File: src/btst_pkg.sv
package btst_pkg;
	localparam logic [3:0] BTST_OP_SKIP_HI   = 4'h9;
	localparam logic       BTST_OP_SKIP_SEL  = 1'h0;
	localparam logic [3:0] BTST_OP_INV_HI    = 4'h3;
	localparam logic       BTST_OP_INV_SEL   = 1'h1;
	localparam int         BTST_OPC_MSB      = 15;
	localparam int         BTST_SEL_POS      = 11;
	localparam int         BTST_BIT_MSB      = 10;
	localparam int         BTST_BIT_LSB      = 8;
	localparam int         BTST_ADDR_MSB     = 7;
	localparam logic [15:0] BTST_NOP_WORD    = 16'h0000;
	localparam logic [1:0] BTST_PHASE_RST    = 2'h0;

	typedef enum logic [1:0] {
		BTST_Q1 = 2'b00,
		BTST_Q2 = 2'b01,
		BTST_Q3 = 2'b10,
		BTST_Q4 = 2'b11
	} btst_phase_t;
endpackage : btst_pkg

File: src/btst_phase_if.sv
`timescale 1ns/1ps
interface btst_phase_if;
	logic q1;
	logic q2;
	logic q3;
	logic q4;
	modport gen (output q1, output q2, output q3, output q4);
	modport use_ph (input q1, input q2, input q3, input q4);
endinterface : btst_phase_if

File: src/btst_phase_gen.sv
`timescale 1ns/1ps
module btst_phase_gen
	import btst_pkg::*;
(
	input  wire logic   core_clk_i,
	input  wire logic   nrst_i,
	btst_phase_if.gen   ph
);
	btst_phase_t phase;
	btst_phase_t next_phase;

	assign next_phase = btst_phase_t'(phase + 2'h1);
	assign ph.q1 = (phase == BTST_Q1);
	assign ph.q2 = (phase == BTST_Q2);
	assign ph.q3 = (phase == BTST_Q3);
	assign ph.q4 = (phase == BTST_Q4);

	always_ff @(posedge core_clk_i or negedge nrst_i) begin
		if (!nrst_i)
			phase <= btst_phase_t'(BTST_PHASE_RST);
		else
			phase <= next_phase;
	end
endmodule : btst_phase_gen

File: src/btst_core.sv
`timescale 1ns/1ps
// Overview of operation
// - Skip-when-set reads bit b of register f; skips next instruction if one.
// - Next instruction is fetched while the current one executes.
// - A taken skip discards prefetched word and runs a forced NOP, no write.
// - Skip-when-set is one word: one cycle, two cycles when skipping.
// - Bit invert reads location in Q2, writes inverted bit back in Q4.
module btst_core
	import btst_pkg::*;
(
	input  wire logic        core_clk_i,
	input  wire logic        nrst_i,
	input  wire logic [15:0] fetch_word_i,
	input  wire logic [7:0]  rf_rdata_i,
	output logic             fetch_req_o,
	output logic [15:0]      exec_word_o,
	output logic             rf_rd_o,
	output logic [7:0]       rf_addr_o,
	output logic             rf_we_o,
	output logic [7:0]       rf_wdata_o,
	output logic             status_we_o,
	output logic             skip_nop_o,
	output logic             q1_o
);
	btst_phase_if ph();

	btst_phase_gen u_phase (
		.core_clk_i (core_clk_i),
		.nrst_i     (nrst_i),
		.ph         (ph.gen)
	);

	logic [15:0] ir;
	logic [15:0] prefetch;
	logic        squash;
	logic [7:0]  rd_data;
	logic        skip_take;

	wire [3:0] op_hi     = ir[BTST_OPC_MSB:BTST_OPC_MSB-3];
	wire       op_sel    = ir[BTST_SEL_POS];
	wire [2:0] bit_idx   = ir[BTST_BIT_MSB:BTST_BIT_LSB];
	wire [7:0] file_addr = ir[BTST_ADDR_MSB:0];
	// Raw opcode matches; the squash gate keeps a discarded word inert.
	wire       op_skip   = (op_hi == BTST_OP_SKIP_HI)
		&& (op_sel == BTST_OP_SKIP_SEL);
	wire       op_inv    = (op_hi == BTST_OP_INV_HI)
		&& (op_sel == BTST_OP_INV_SEL);
	wire       is_skip   = op_skip && !squash;
	wire       is_inv    = op_inv && !squash;
	wire       is_bitop  = is_skip || is_inv;
	wire       tested    = rd_data[bit_idx];
	wire [7:0] bit_mask  = 8'h01 << bit_idx;
	wire [7:0] inv_data  = rd_data ^ bit_mask;
	wire [15:0] next_ir  = skip_take ? BTST_NOP_WORD : prefetch;
	wire [7:0] next_addr = next_ir[BTST_ADDR_MSB:0];

	// Prefetch of the following word runs in Q4 of every cycle.
	always_ff @(posedge core_clk_i or negedge nrst_i) begin
		if (!nrst_i) begin
			prefetch    <= BTST_NOP_WORD;
			fetch_req_o <= 1'b0;
		end else begin
			fetch_req_o <= ph.q3;
			if (ph.q4)
				prefetch <= fetch_word_i;
		end
	end

	// The skip decision is made in Q3 from the Q2 read.
	always_ff @(posedge core_clk_i or negedge nrst_i) begin
		if (!nrst_i) begin
			rd_data   <= 8'h00;
			skip_take <= 1'b0;
		end else begin
			if (ph.q2)
				rd_data <= rf_rdata_i;
			if (ph.q3)
				skip_take <= is_skip && tested;
			else if (ph.q1)
				skip_take <= 1'b0;
		end
	end

	// On a skip the prefetched word is replaced by a forced NOP.
	always_ff @(posedge core_clk_i or negedge nrst_i) begin
		if (!nrst_i) begin
			ir     <= BTST_NOP_WORD;
			squash <= 1'b1;
		end else if (ph.q4) begin
			ir     <= next_ir;
			squash <= skip_take;
		end
	end

	// Address, executing word and NOP flag load with the instruction
	// register, so each stands for the whole instruction cycle.
	always_ff @(posedge core_clk_i or negedge nrst_i) begin
		if (!nrst_i) begin
			rf_addr_o   <= 8'h00;
			exec_word_o <= BTST_NOP_WORD;
			skip_nop_o  <= 1'b0;
		end else if (ph.q4) begin
			rf_addr_o   <= next_addr;
			exec_word_o <= next_ir;
			skip_nop_o  <= skip_take;
		end
	end

	// Register port: read strobe stands in Q2, write strobe in Q4.
	always_ff @(posedge core_clk_i or negedge nrst_i) begin
		if (!nrst_i) begin
			rf_rd_o    <= 1'b0;
			rf_we_o    <= 1'b0;
			rf_wdata_o <= 8'h00;
		end else begin
			rf_rd_o    <= ph.q1 && is_bitop;
			rf_we_o    <= ph.q3 && is_inv;
			rf_wdata_o <= inv_data;
		end
	end

	// No flag write path exists; the strobe stays a port so that a status
	// register beside this block always sees a defined low.
	always_ff @(posedge core_clk_i or negedge nrst_i) begin
		if (!nrst_i) begin
			status_we_o <= 1'b0;
			q1_o        <= 1'b0;
		end else begin
			status_we_o <= 1'b0;
			q1_o        <= ph.q4;
		end
	end

	// Each strobe must land in its own phase slot of the cycle.
	chk_write_in_q4: assert property (@(posedge core_clk_i)
		disable iff (!nrst_i) rf_we_o |-> $past(ph.q3))
		else $error("write outside Q4");

	chk_no_write_squash: assert property (@(posedge core_clk_i)
		disable iff (!nrst_i) squash |-> !rf_we_o)
		else $error("write during forced NOP");

	chk_skip_nop_load: assert property (@(posedge core_clk_i)
		disable iff (!nrst_i) (ph.q4 && skip_take) |=> (ir == BTST_NOP_WORD))
		else $error("skip did not force NOP");

	chk_skip_decide: assert property (@(posedge core_clk_i)
		disable iff (!nrst_i) (ph.q3 && is_skip && tested) |=> skip_take)
		else $error("skip not taken");

	chk_no_skip_clear: assert property (@(posedge core_clk_i)
		disable iff (!nrst_i) (ph.q3 && !(is_skip && tested)) |=> !skip_take)
		else $error("spurious skip");

	chk_prefetch_q4: assert property (@(posedge core_clk_i)
		disable iff (!nrst_i) (ph.q4 && !skip_take) |=> (ir == $past(prefetch)))
		else $error("prefetch not executed");

	chk_one_nop_cycle: assert property (@(posedge core_clk_i)
		disable iff (!nrst_i) (ph.q4 && skip_take) |=> squash ##4 !squash)
		else $error("skip lasted wrong length");

	chk_inv_value: assert property (@(posedge core_clk_i)
		disable iff (!nrst_i) rf_we_o |->
		(rf_wdata_o ^ $past(rd_data, 1)) == (8'h01 << $past(bit_idx)))
		else $error("invert data wrong");

	chk_status_quiet: assert property (@(posedge core_clk_i)
		disable iff (!nrst_i) !status_we_o)
		else $error("status flags written");

	chk_read_in_q2: assert property (@(posedge core_clk_i)
		disable iff (!nrst_i) rf_rd_o |-> $past(ph.q1))
		else $error("read outside Q2");

	chk_no_read_squash: assert property (@(posedge core_clk_i)
		disable iff (!nrst_i) squash |-> !rf_rd_o)
		else $error("read during forced NOP");

	chk_we_single: assert property (@(posedge core_clk_i)
		disable iff (!nrst_i) rf_we_o |=> !rf_we_o)
		else $error("write strobe too long");

	chk_inv_one_cycle: assert property (@(posedge core_clk_i)
		disable iff (!nrst_i) (ph.q1 && is_inv) |-> ##3 rf_we_o)
		else $error("invert not done in one cycle");

	chk_write_addr: assert property (@(posedge core_clk_i)
		disable iff (!nrst_i) rf_we_o |-> (rf_addr_o == file_addr))
		else $error("write to wrong location");

	chk_read_addr: assert property (@(posedge core_clk_i)
		disable iff (!nrst_i) rf_rd_o |-> (rf_addr_o == file_addr))
		else $error("read from wrong location");

	chk_fetch_in_q4: assert property (@(posedge core_clk_i)
		disable iff (!nrst_i) fetch_req_o |-> ph.q4)
		else $error("fetch outside Q4");

	chk_fetch_each: assert property (@(posedge core_clk_i)
		disable iff (!nrst_i) ph.q4 |-> fetch_req_o)
		else $error("fetch missing in Q4");

	chk_exec_follows: assert property (@(posedge core_clk_i)
		disable iff (!nrst_i) exec_word_o == ir)
		else $error("executing word out of step");

	chk_nop_length: assert property (@(posedge core_clk_i)
		disable iff (!nrst_i)
		(ph.q4 && skip_take) |=> skip_nop_o[*4] ##1 !skip_nop_o)
		else $error("forced NOP not one cycle");

	chk_nop_cleared: assert property (@(posedge core_clk_i)
		disable iff (!nrst_i) (ph.q4 && !skip_take) |=> !skip_nop_o)
		else $error("NOP flag without skip");

	chk_phase_ring: assert property (@(posedge core_clk_i)
		disable iff (!nrst_i)
		ph.q1 |=> ph.q2 ##1 ph.q3 ##1 ph.q4 ##1 ph.q1)
		else $error("phase order broken");

	cov_skip: cover property (@(posedge core_clk_i) ph.q4 && skip_take);
	cov_noskip: cover property (@(posedge core_clk_i)
		ph.q3 && is_skip && !tested);
	cov_invert: cover property (@(posedge core_clk_i) rf_we_o);
	cov_inv_burst: cover property (@(posedge core_clk_i)
		rf_we_o ##4 rf_we_o);
	cov_nop_cycle: cover property (@(posedge core_clk_i)
		skip_nop_o[*4]);
endmodule : btst_core

File: config.mk
export PLATFORM = sky130hd
export DESIGN_NAME = btst_core
export DESIGN_NICKNAME = d
export VERILOG_FILES = /design/src/btst_pkg.sv /design/src/btst_phase_if.sv /design/src/btst_phase_gen.sv /design/src/btst_core.sv
export SDC_FILE = /design/constraint.sdc
export NUM_CORES = 1
export LEC_CHECK = 0
export ABC_AREA = 0
export BUFFER_PORTS_ARGS = -buffer_cell sky130_fd_sc_hd__buf_4
export CORE_ASPECT_RATIO = 0.6
export CORE_MARGIN = 2
export CORE_UTILIZATION = 30
export CTS_CLUSTER_DIAMETER = 40
export DETAILED_ROUTE_END_ITERATION = 10
export GPL_ROUTABILITY_DRIVEN = 0
export SLEW_MARGIN = 30
export SYNTH_ARGS = -nofsm -noshare
export SYNTH_HDL_FRONTEND = slang
export SYNTH_HIERARCHICAL = 1
export SYNTH_SLANG_ARGS = --single-unit
File: constraint.sdc
create_clock -name core_clk_i -period 1.8 [get_ports core_clk_i]
set_input_delay 0.09 -clock core_clk_i [delete_from_list [all_inputs] [get_ports core_clk_i]]
set_output_delay 0.09 -clock core_clk_i [all_outputs]
set_load 0.01 [all_outputs]
## Word level (Yosys, flattened, before mapping)

Index checks and enable logic that the tools add are counted.

- Register bits: 65
- Latch bits: 0
- RAM bits: 0
- Memory bits (read-only): 0
- Input bits: 26
- Output and inout bits: 38
- Word-level logic and storage cells: 39
- Memories: 0

- $add $sub $neg: 1
- $mul: 0
- Div/mod/pow operators: 0
- $lt $le $gt $ge: 1
- Equality and inequality tests: 5
- Shifts and indexed selects: 1
- Muxes and demuxes: 5
- Bitwise logic cells: 2
- Reduce and logical (&&, ||, !) cells: 11

Operators with widths:

| cell | number |
|---|---|
| $mux 16 | 1 |
| $shl 1x3->8 const A | 1 |
| $xor 8x8->8 | 1 |
| $logic_and 1x1->1 | 7 |
| $eq 2x2->1 const B | 2 |
| $eq 4x2->1 const B | 1 |
| $eq 4x4->1 const B | 1 |
| $lt 3x4->1 const B | 1 |
| $bmux 1 s3 | 1 |
| $mux 1 | 3 |
| $add 2x1->2 const B | 1 |
| $eq 2x1->1 const B | 1 |
| $logic_not 2->1 | 1 |
| $reduce_bool 2->1 | 1 |
| $logic_not 1->1 | 1 |
| $logic_or 1x1->1 | 1 |
| $not 1->1 | 1 |

## Depth between registers and ports, before layout

- Depth after elaboration: 5
- Depth in mapped cells: 5

## By module

Netlist, hierarchy kept.

By module, submodules not included:

| module | instances | cells each | area each (µm²) |
|---|---|---|---|
| btst_core | 1 | 183 | 2,275.9 |
| btst_phase_gen | 1 | 8 | 107.6 |

## Worst setup path after synthesis

Ideal clock, no wire load.

- Path kind: flip-flop to flip-flop
- Start: reg u_phase.phase[0]
- End: reg prefetch[10]
- Library setup time: 125 ps
- Arrival time: 1,358 ps
- Required time: 1,675 ps
- Setup slack: 317 ps
- Cell stages (with the launch flop): 5
- Path buffers: 2
- Clock period less this slack: 1,483 ps
- Cell sequence: dfrtp_1 ha_1 clkbuf_1 clkbuf_1 mux2_2

- Longest elaborated chain between the ends: 1

Ends and longest elaborated chain:

| item | RTL line | RTL |
|---|---|---|
| start: declaration | btst_phase_gen.sv:9 | `btst_phase_t phase;` |
| start signal: assignment | btst_phase_gen.sv:20 | `phase <= btst_phase_t'(BTST_PHASE_RST);` |
| start signal: assignment | btst_phase_gen.sv:22 | `phase <= next_phase;` |
| $eq 2x2->1 | btst_phase_gen.sv:16 | `assign ph.q4 = (phase == BTST_Q4);` |
| net ph.q4 | btst_phase_if.sv:6 | `logic q4;` |
| end signal: assignment | btst_core.sv:65 | `prefetch <= fetch_word_i;` |
| end: declaration | btst_core.sv:34 | `logic [15:0] prefetch;` |

The timed path passes the listed nets, and every way through them passes these cells.
A chain may end at the register's enable or synchronous reset.

==> impl_metrics.csv <==
group,metric,value,unit
clock_network,htree_levels,3,
global_routing,grt_pass1_wl,8.07,mm
power,ir_drop,0.515,mV
routing,initialDrtViolationCount,58,
logic_synthesis,synth_edf_count,0,
critical_path,cp-start-kind,"flop",
routing,wl,4.76,mm
global_routing,grt_pass1_vias,1638,
logic_synthesis,synth_nets,221,
critical_path,reg2reg_to,"skip_take",
routing,drt_pass1_iterations,4,
sta,fin_crit_sh,0.890,
clock_network,post_cts_buffers,0,
outcome,outcome,"completed",
sta,rsz0062_at_grt,"false",
clock_network,cts_buffers,9,
clock_network,holdBufCountCts,20,
placement,place_ws,205,ps
critical_path,cp-end-kind,"flop",
logic_synthesis,synth_cells,191,
routing,via_count,1603,
layout,final_layout_size_suffix_gt1_frac,0.387,
clock_network,root_buffer,"clkbuf_16",
floorplan,pin_count,64,
sta,drv_slew,0,
clock_network,cts_tree,"yes",
hold_path,min_path_type,"primary input to flop",
sta,maxSlewHeadroom,0.523,
critical_path,path_max_fanout,14,
floorplan,row_count,25,
floorplan,coreArea,7790,um2
sta,setup_ws,199,ps
clock_network,cts.sinks,57,
critical_path,crit_type,"flop to flop",
layout,area_growth,42.3,%
critical_path,critical_path_required,2020,ps
placement,hpwlAfterDp,3.14,mm
sta,tightest_slew,716,ps
layout,fillers,734,
routing,ant_nets,0,
logic_synthesis,synth_area,2380,um2
hold_path,hold_depth,2,
layout,nets,299,
sta,setup_tns,0,ps
logic_synthesis,synth_top_area_share,0.588,
critical_path,r2r_start,"exec_word_o[10]",
clock_network,clk-insertion-delay-late,320,ps
power,p_leak,1.56,nW
logic_synthesis,synth_area_leaders,"dfrtp_1 (59%), mux2_2 (11%), nand3b_1 (5.4%)",
logic_synthesis,yosysSeqAreaShare,0.599,
clock_network,clkTransAtPathRegs,50,ps
logic_synthesis,synthTopCellsByCount,"dfrtp_1 (56), mux2_2 (24), inv_1 (20), o21ai_0 (18), nand3b_1 (17)",
placement,numPortBuffers,62,
job,maxCapViolations,0,
critical_path,reg2regPathDepth,3,
floorplan,die_h,73.0,um
power,power_density,979,nW/um2
logic_synthesis,synth_seq_cells,57,
global_routing,gr-total-overflow,0,
logic_synthesis,ys_warn_count,6,
routing,wl_per_cell,12.5,um
sta,fin_crit,1600,ps
logic_synthesis,avgSynthCellArea,12.5,um2
logic_synthesis,async_flop_share,1.00,
global_routing,grt_start_max_net_pins,58,
sta,hold_violations,0,
hold_path,min_to,"rd_data[1]",
critical_path,rrSetupSlack,200,ps
layout,diodes,0,
floorplan,die_w,119,um
logic_synthesis,synthFlopType,"dfrtp_1",
floorplan,start_util,0.306,
logic_synthesis,yosysTopAreaCell,"dfrtp_1",
sta,setup_viol,0,
global_routing,antenna_found_initial,0,
logic_synthesis,ys_types,24,
power,power.total,3.32,mW
floorplan,die_area,8700,um2
clock_network,cts_buffer_depth,2,
hold_path,hp-start,"rf_rdata_i[1]",
routing,vias_per_cell,4.20,
logic_synthesis,yosysMostFrequentCell,"dfrtp_1",
sta,clock.fmax,625,MHz
routing,drc,0,
sta,clock_skew,5.00,ps
global_routing,grtUsageTotal,0.124,
critical_path,cp.arrival,1820,ps
clock_network,ctsResizeCount,0,
## per-layer routing
layer | vias to the layer above | share of wire | track usage
li1 | 781 | - | -
met3 | 7 | 0.069 | 0.0633
met5 | - | 0 | 0
met1 | 766 | 0.49 | 0.164
met2 | 49 | 0.43 | 0.173
met4 | 0 | 0.012 | 0.0476
## placed cells by master, fill, tap and decap left out
cell type,count
nand3b_1,17
inv_1,20
nor3_1,4
clkbuf_16,9
dlygate4sd3_1,21
nand3_1,5
mux2_2,24
nor2_2,1
ha_2,1
mux2i_1,3
o41ai_2,1
a21oi_1,1
nor2_1,3
buf_4,64
ha_1,3
clkinv_2,2
xor2_1,4
mux4_2,1
nor3b_1,1
xnor2_1,4
dfstp_2,1
clkbuf_8,1
o21ai_0,18
clkbuf_1,3
dfrtp_1,56
nand2_1,4
bufinv_16,1
conb_1,1
## stage by stage
stage          cell area (um2)  utilization  hold WS [ps]  std cells
6_report                  3390        0.436          12.5        382
5_1_grt                   3390        0.436          1.19        382
4_1_cts                   3380        0.434         0.743        381
3_5_place_dp              2890        0.371           201        345
3_3_place_gp              2890        0.371           208        345
2_1_floorplan             2380            -          -206        191
## power by group
part,switching [mW],leakage [nW],internal (mW),total (mW)
sequential,0.0496,0.678,1.35,1.40
combinational,0.115,0.741,0.169,0.284
clock,0.534,0.144,1.10,1.64
total,0.698,1.56,2.62,3.32
## sequential cells by signal (all words and copies together) (netlist names)
signal,count
rd_data,8
rf_wdata_o,8
fetch_req_o,1
skip_nop_o,1
skip_take,1
rf_rd_o,1
u_phase/phase,2
exec_word_o,16
rf_we_o,1
prefetch,16
squash,1
q1_o,1
## worst max-delay path, stage by stage, from the launching register on
cell and delay, ps:
dfrtp_1 650, mux2i_1 150, mux4_2 500, o41ai_2 200
## logic make-up (layout without fill, tap and decap cells)
logic type,count (synthesis),in the layout,share of synthesized area
buf+inv,38,121,0.0777
simple gates,35,35,0.0892
flops,57,57,0.599
other cells,1,1,0.00157
xor+xnor,8,8,0.0294
fa+ha+maj,4,4,0.0210
mux,28,28,0.135
compound gates,20,20,0.0467
## final cells by class
| class | count | area, um2 | area share |
|---|---|---|---|
| Inverter | 20 | 75.1 | 0.0221 |
| Multi-Input combinational cell | 96 | 773 | 0.228 |
| Sequential cell | 57 | 1430 | 0.421 |
| Clock inverter | 3 | 40.0 | 0.0118 |
| Clock buffer | 13 | 250 | 0.0738 |
| Timing Repair Buffer | 85 | 691 | 0.204 |
| Tap cell | 108 | 135 | 0.0398 |
## worst max-delay path by stage
| stage | cells after the start | startpoint | to | slack (ps) |
|---|---|---|---|---|
| floorplan | 4 | u_phase/phase[0] | prefetch[10] | 320 |
| global placement | 3 | exec_word_o[10] | skip_take | 300 |
| detailed placement | 3 | exec_word_o[10] | skip_take | 210 |
| CTS | 3 | exec_word_o[10] | skip_take | 190 |
| global route | 3 | exec_word_o[10] | skip_take | 100 |
| finish | 3 | exec_word_o[10] | skip_take | 200 |
(Power assumes the default switching activity.)
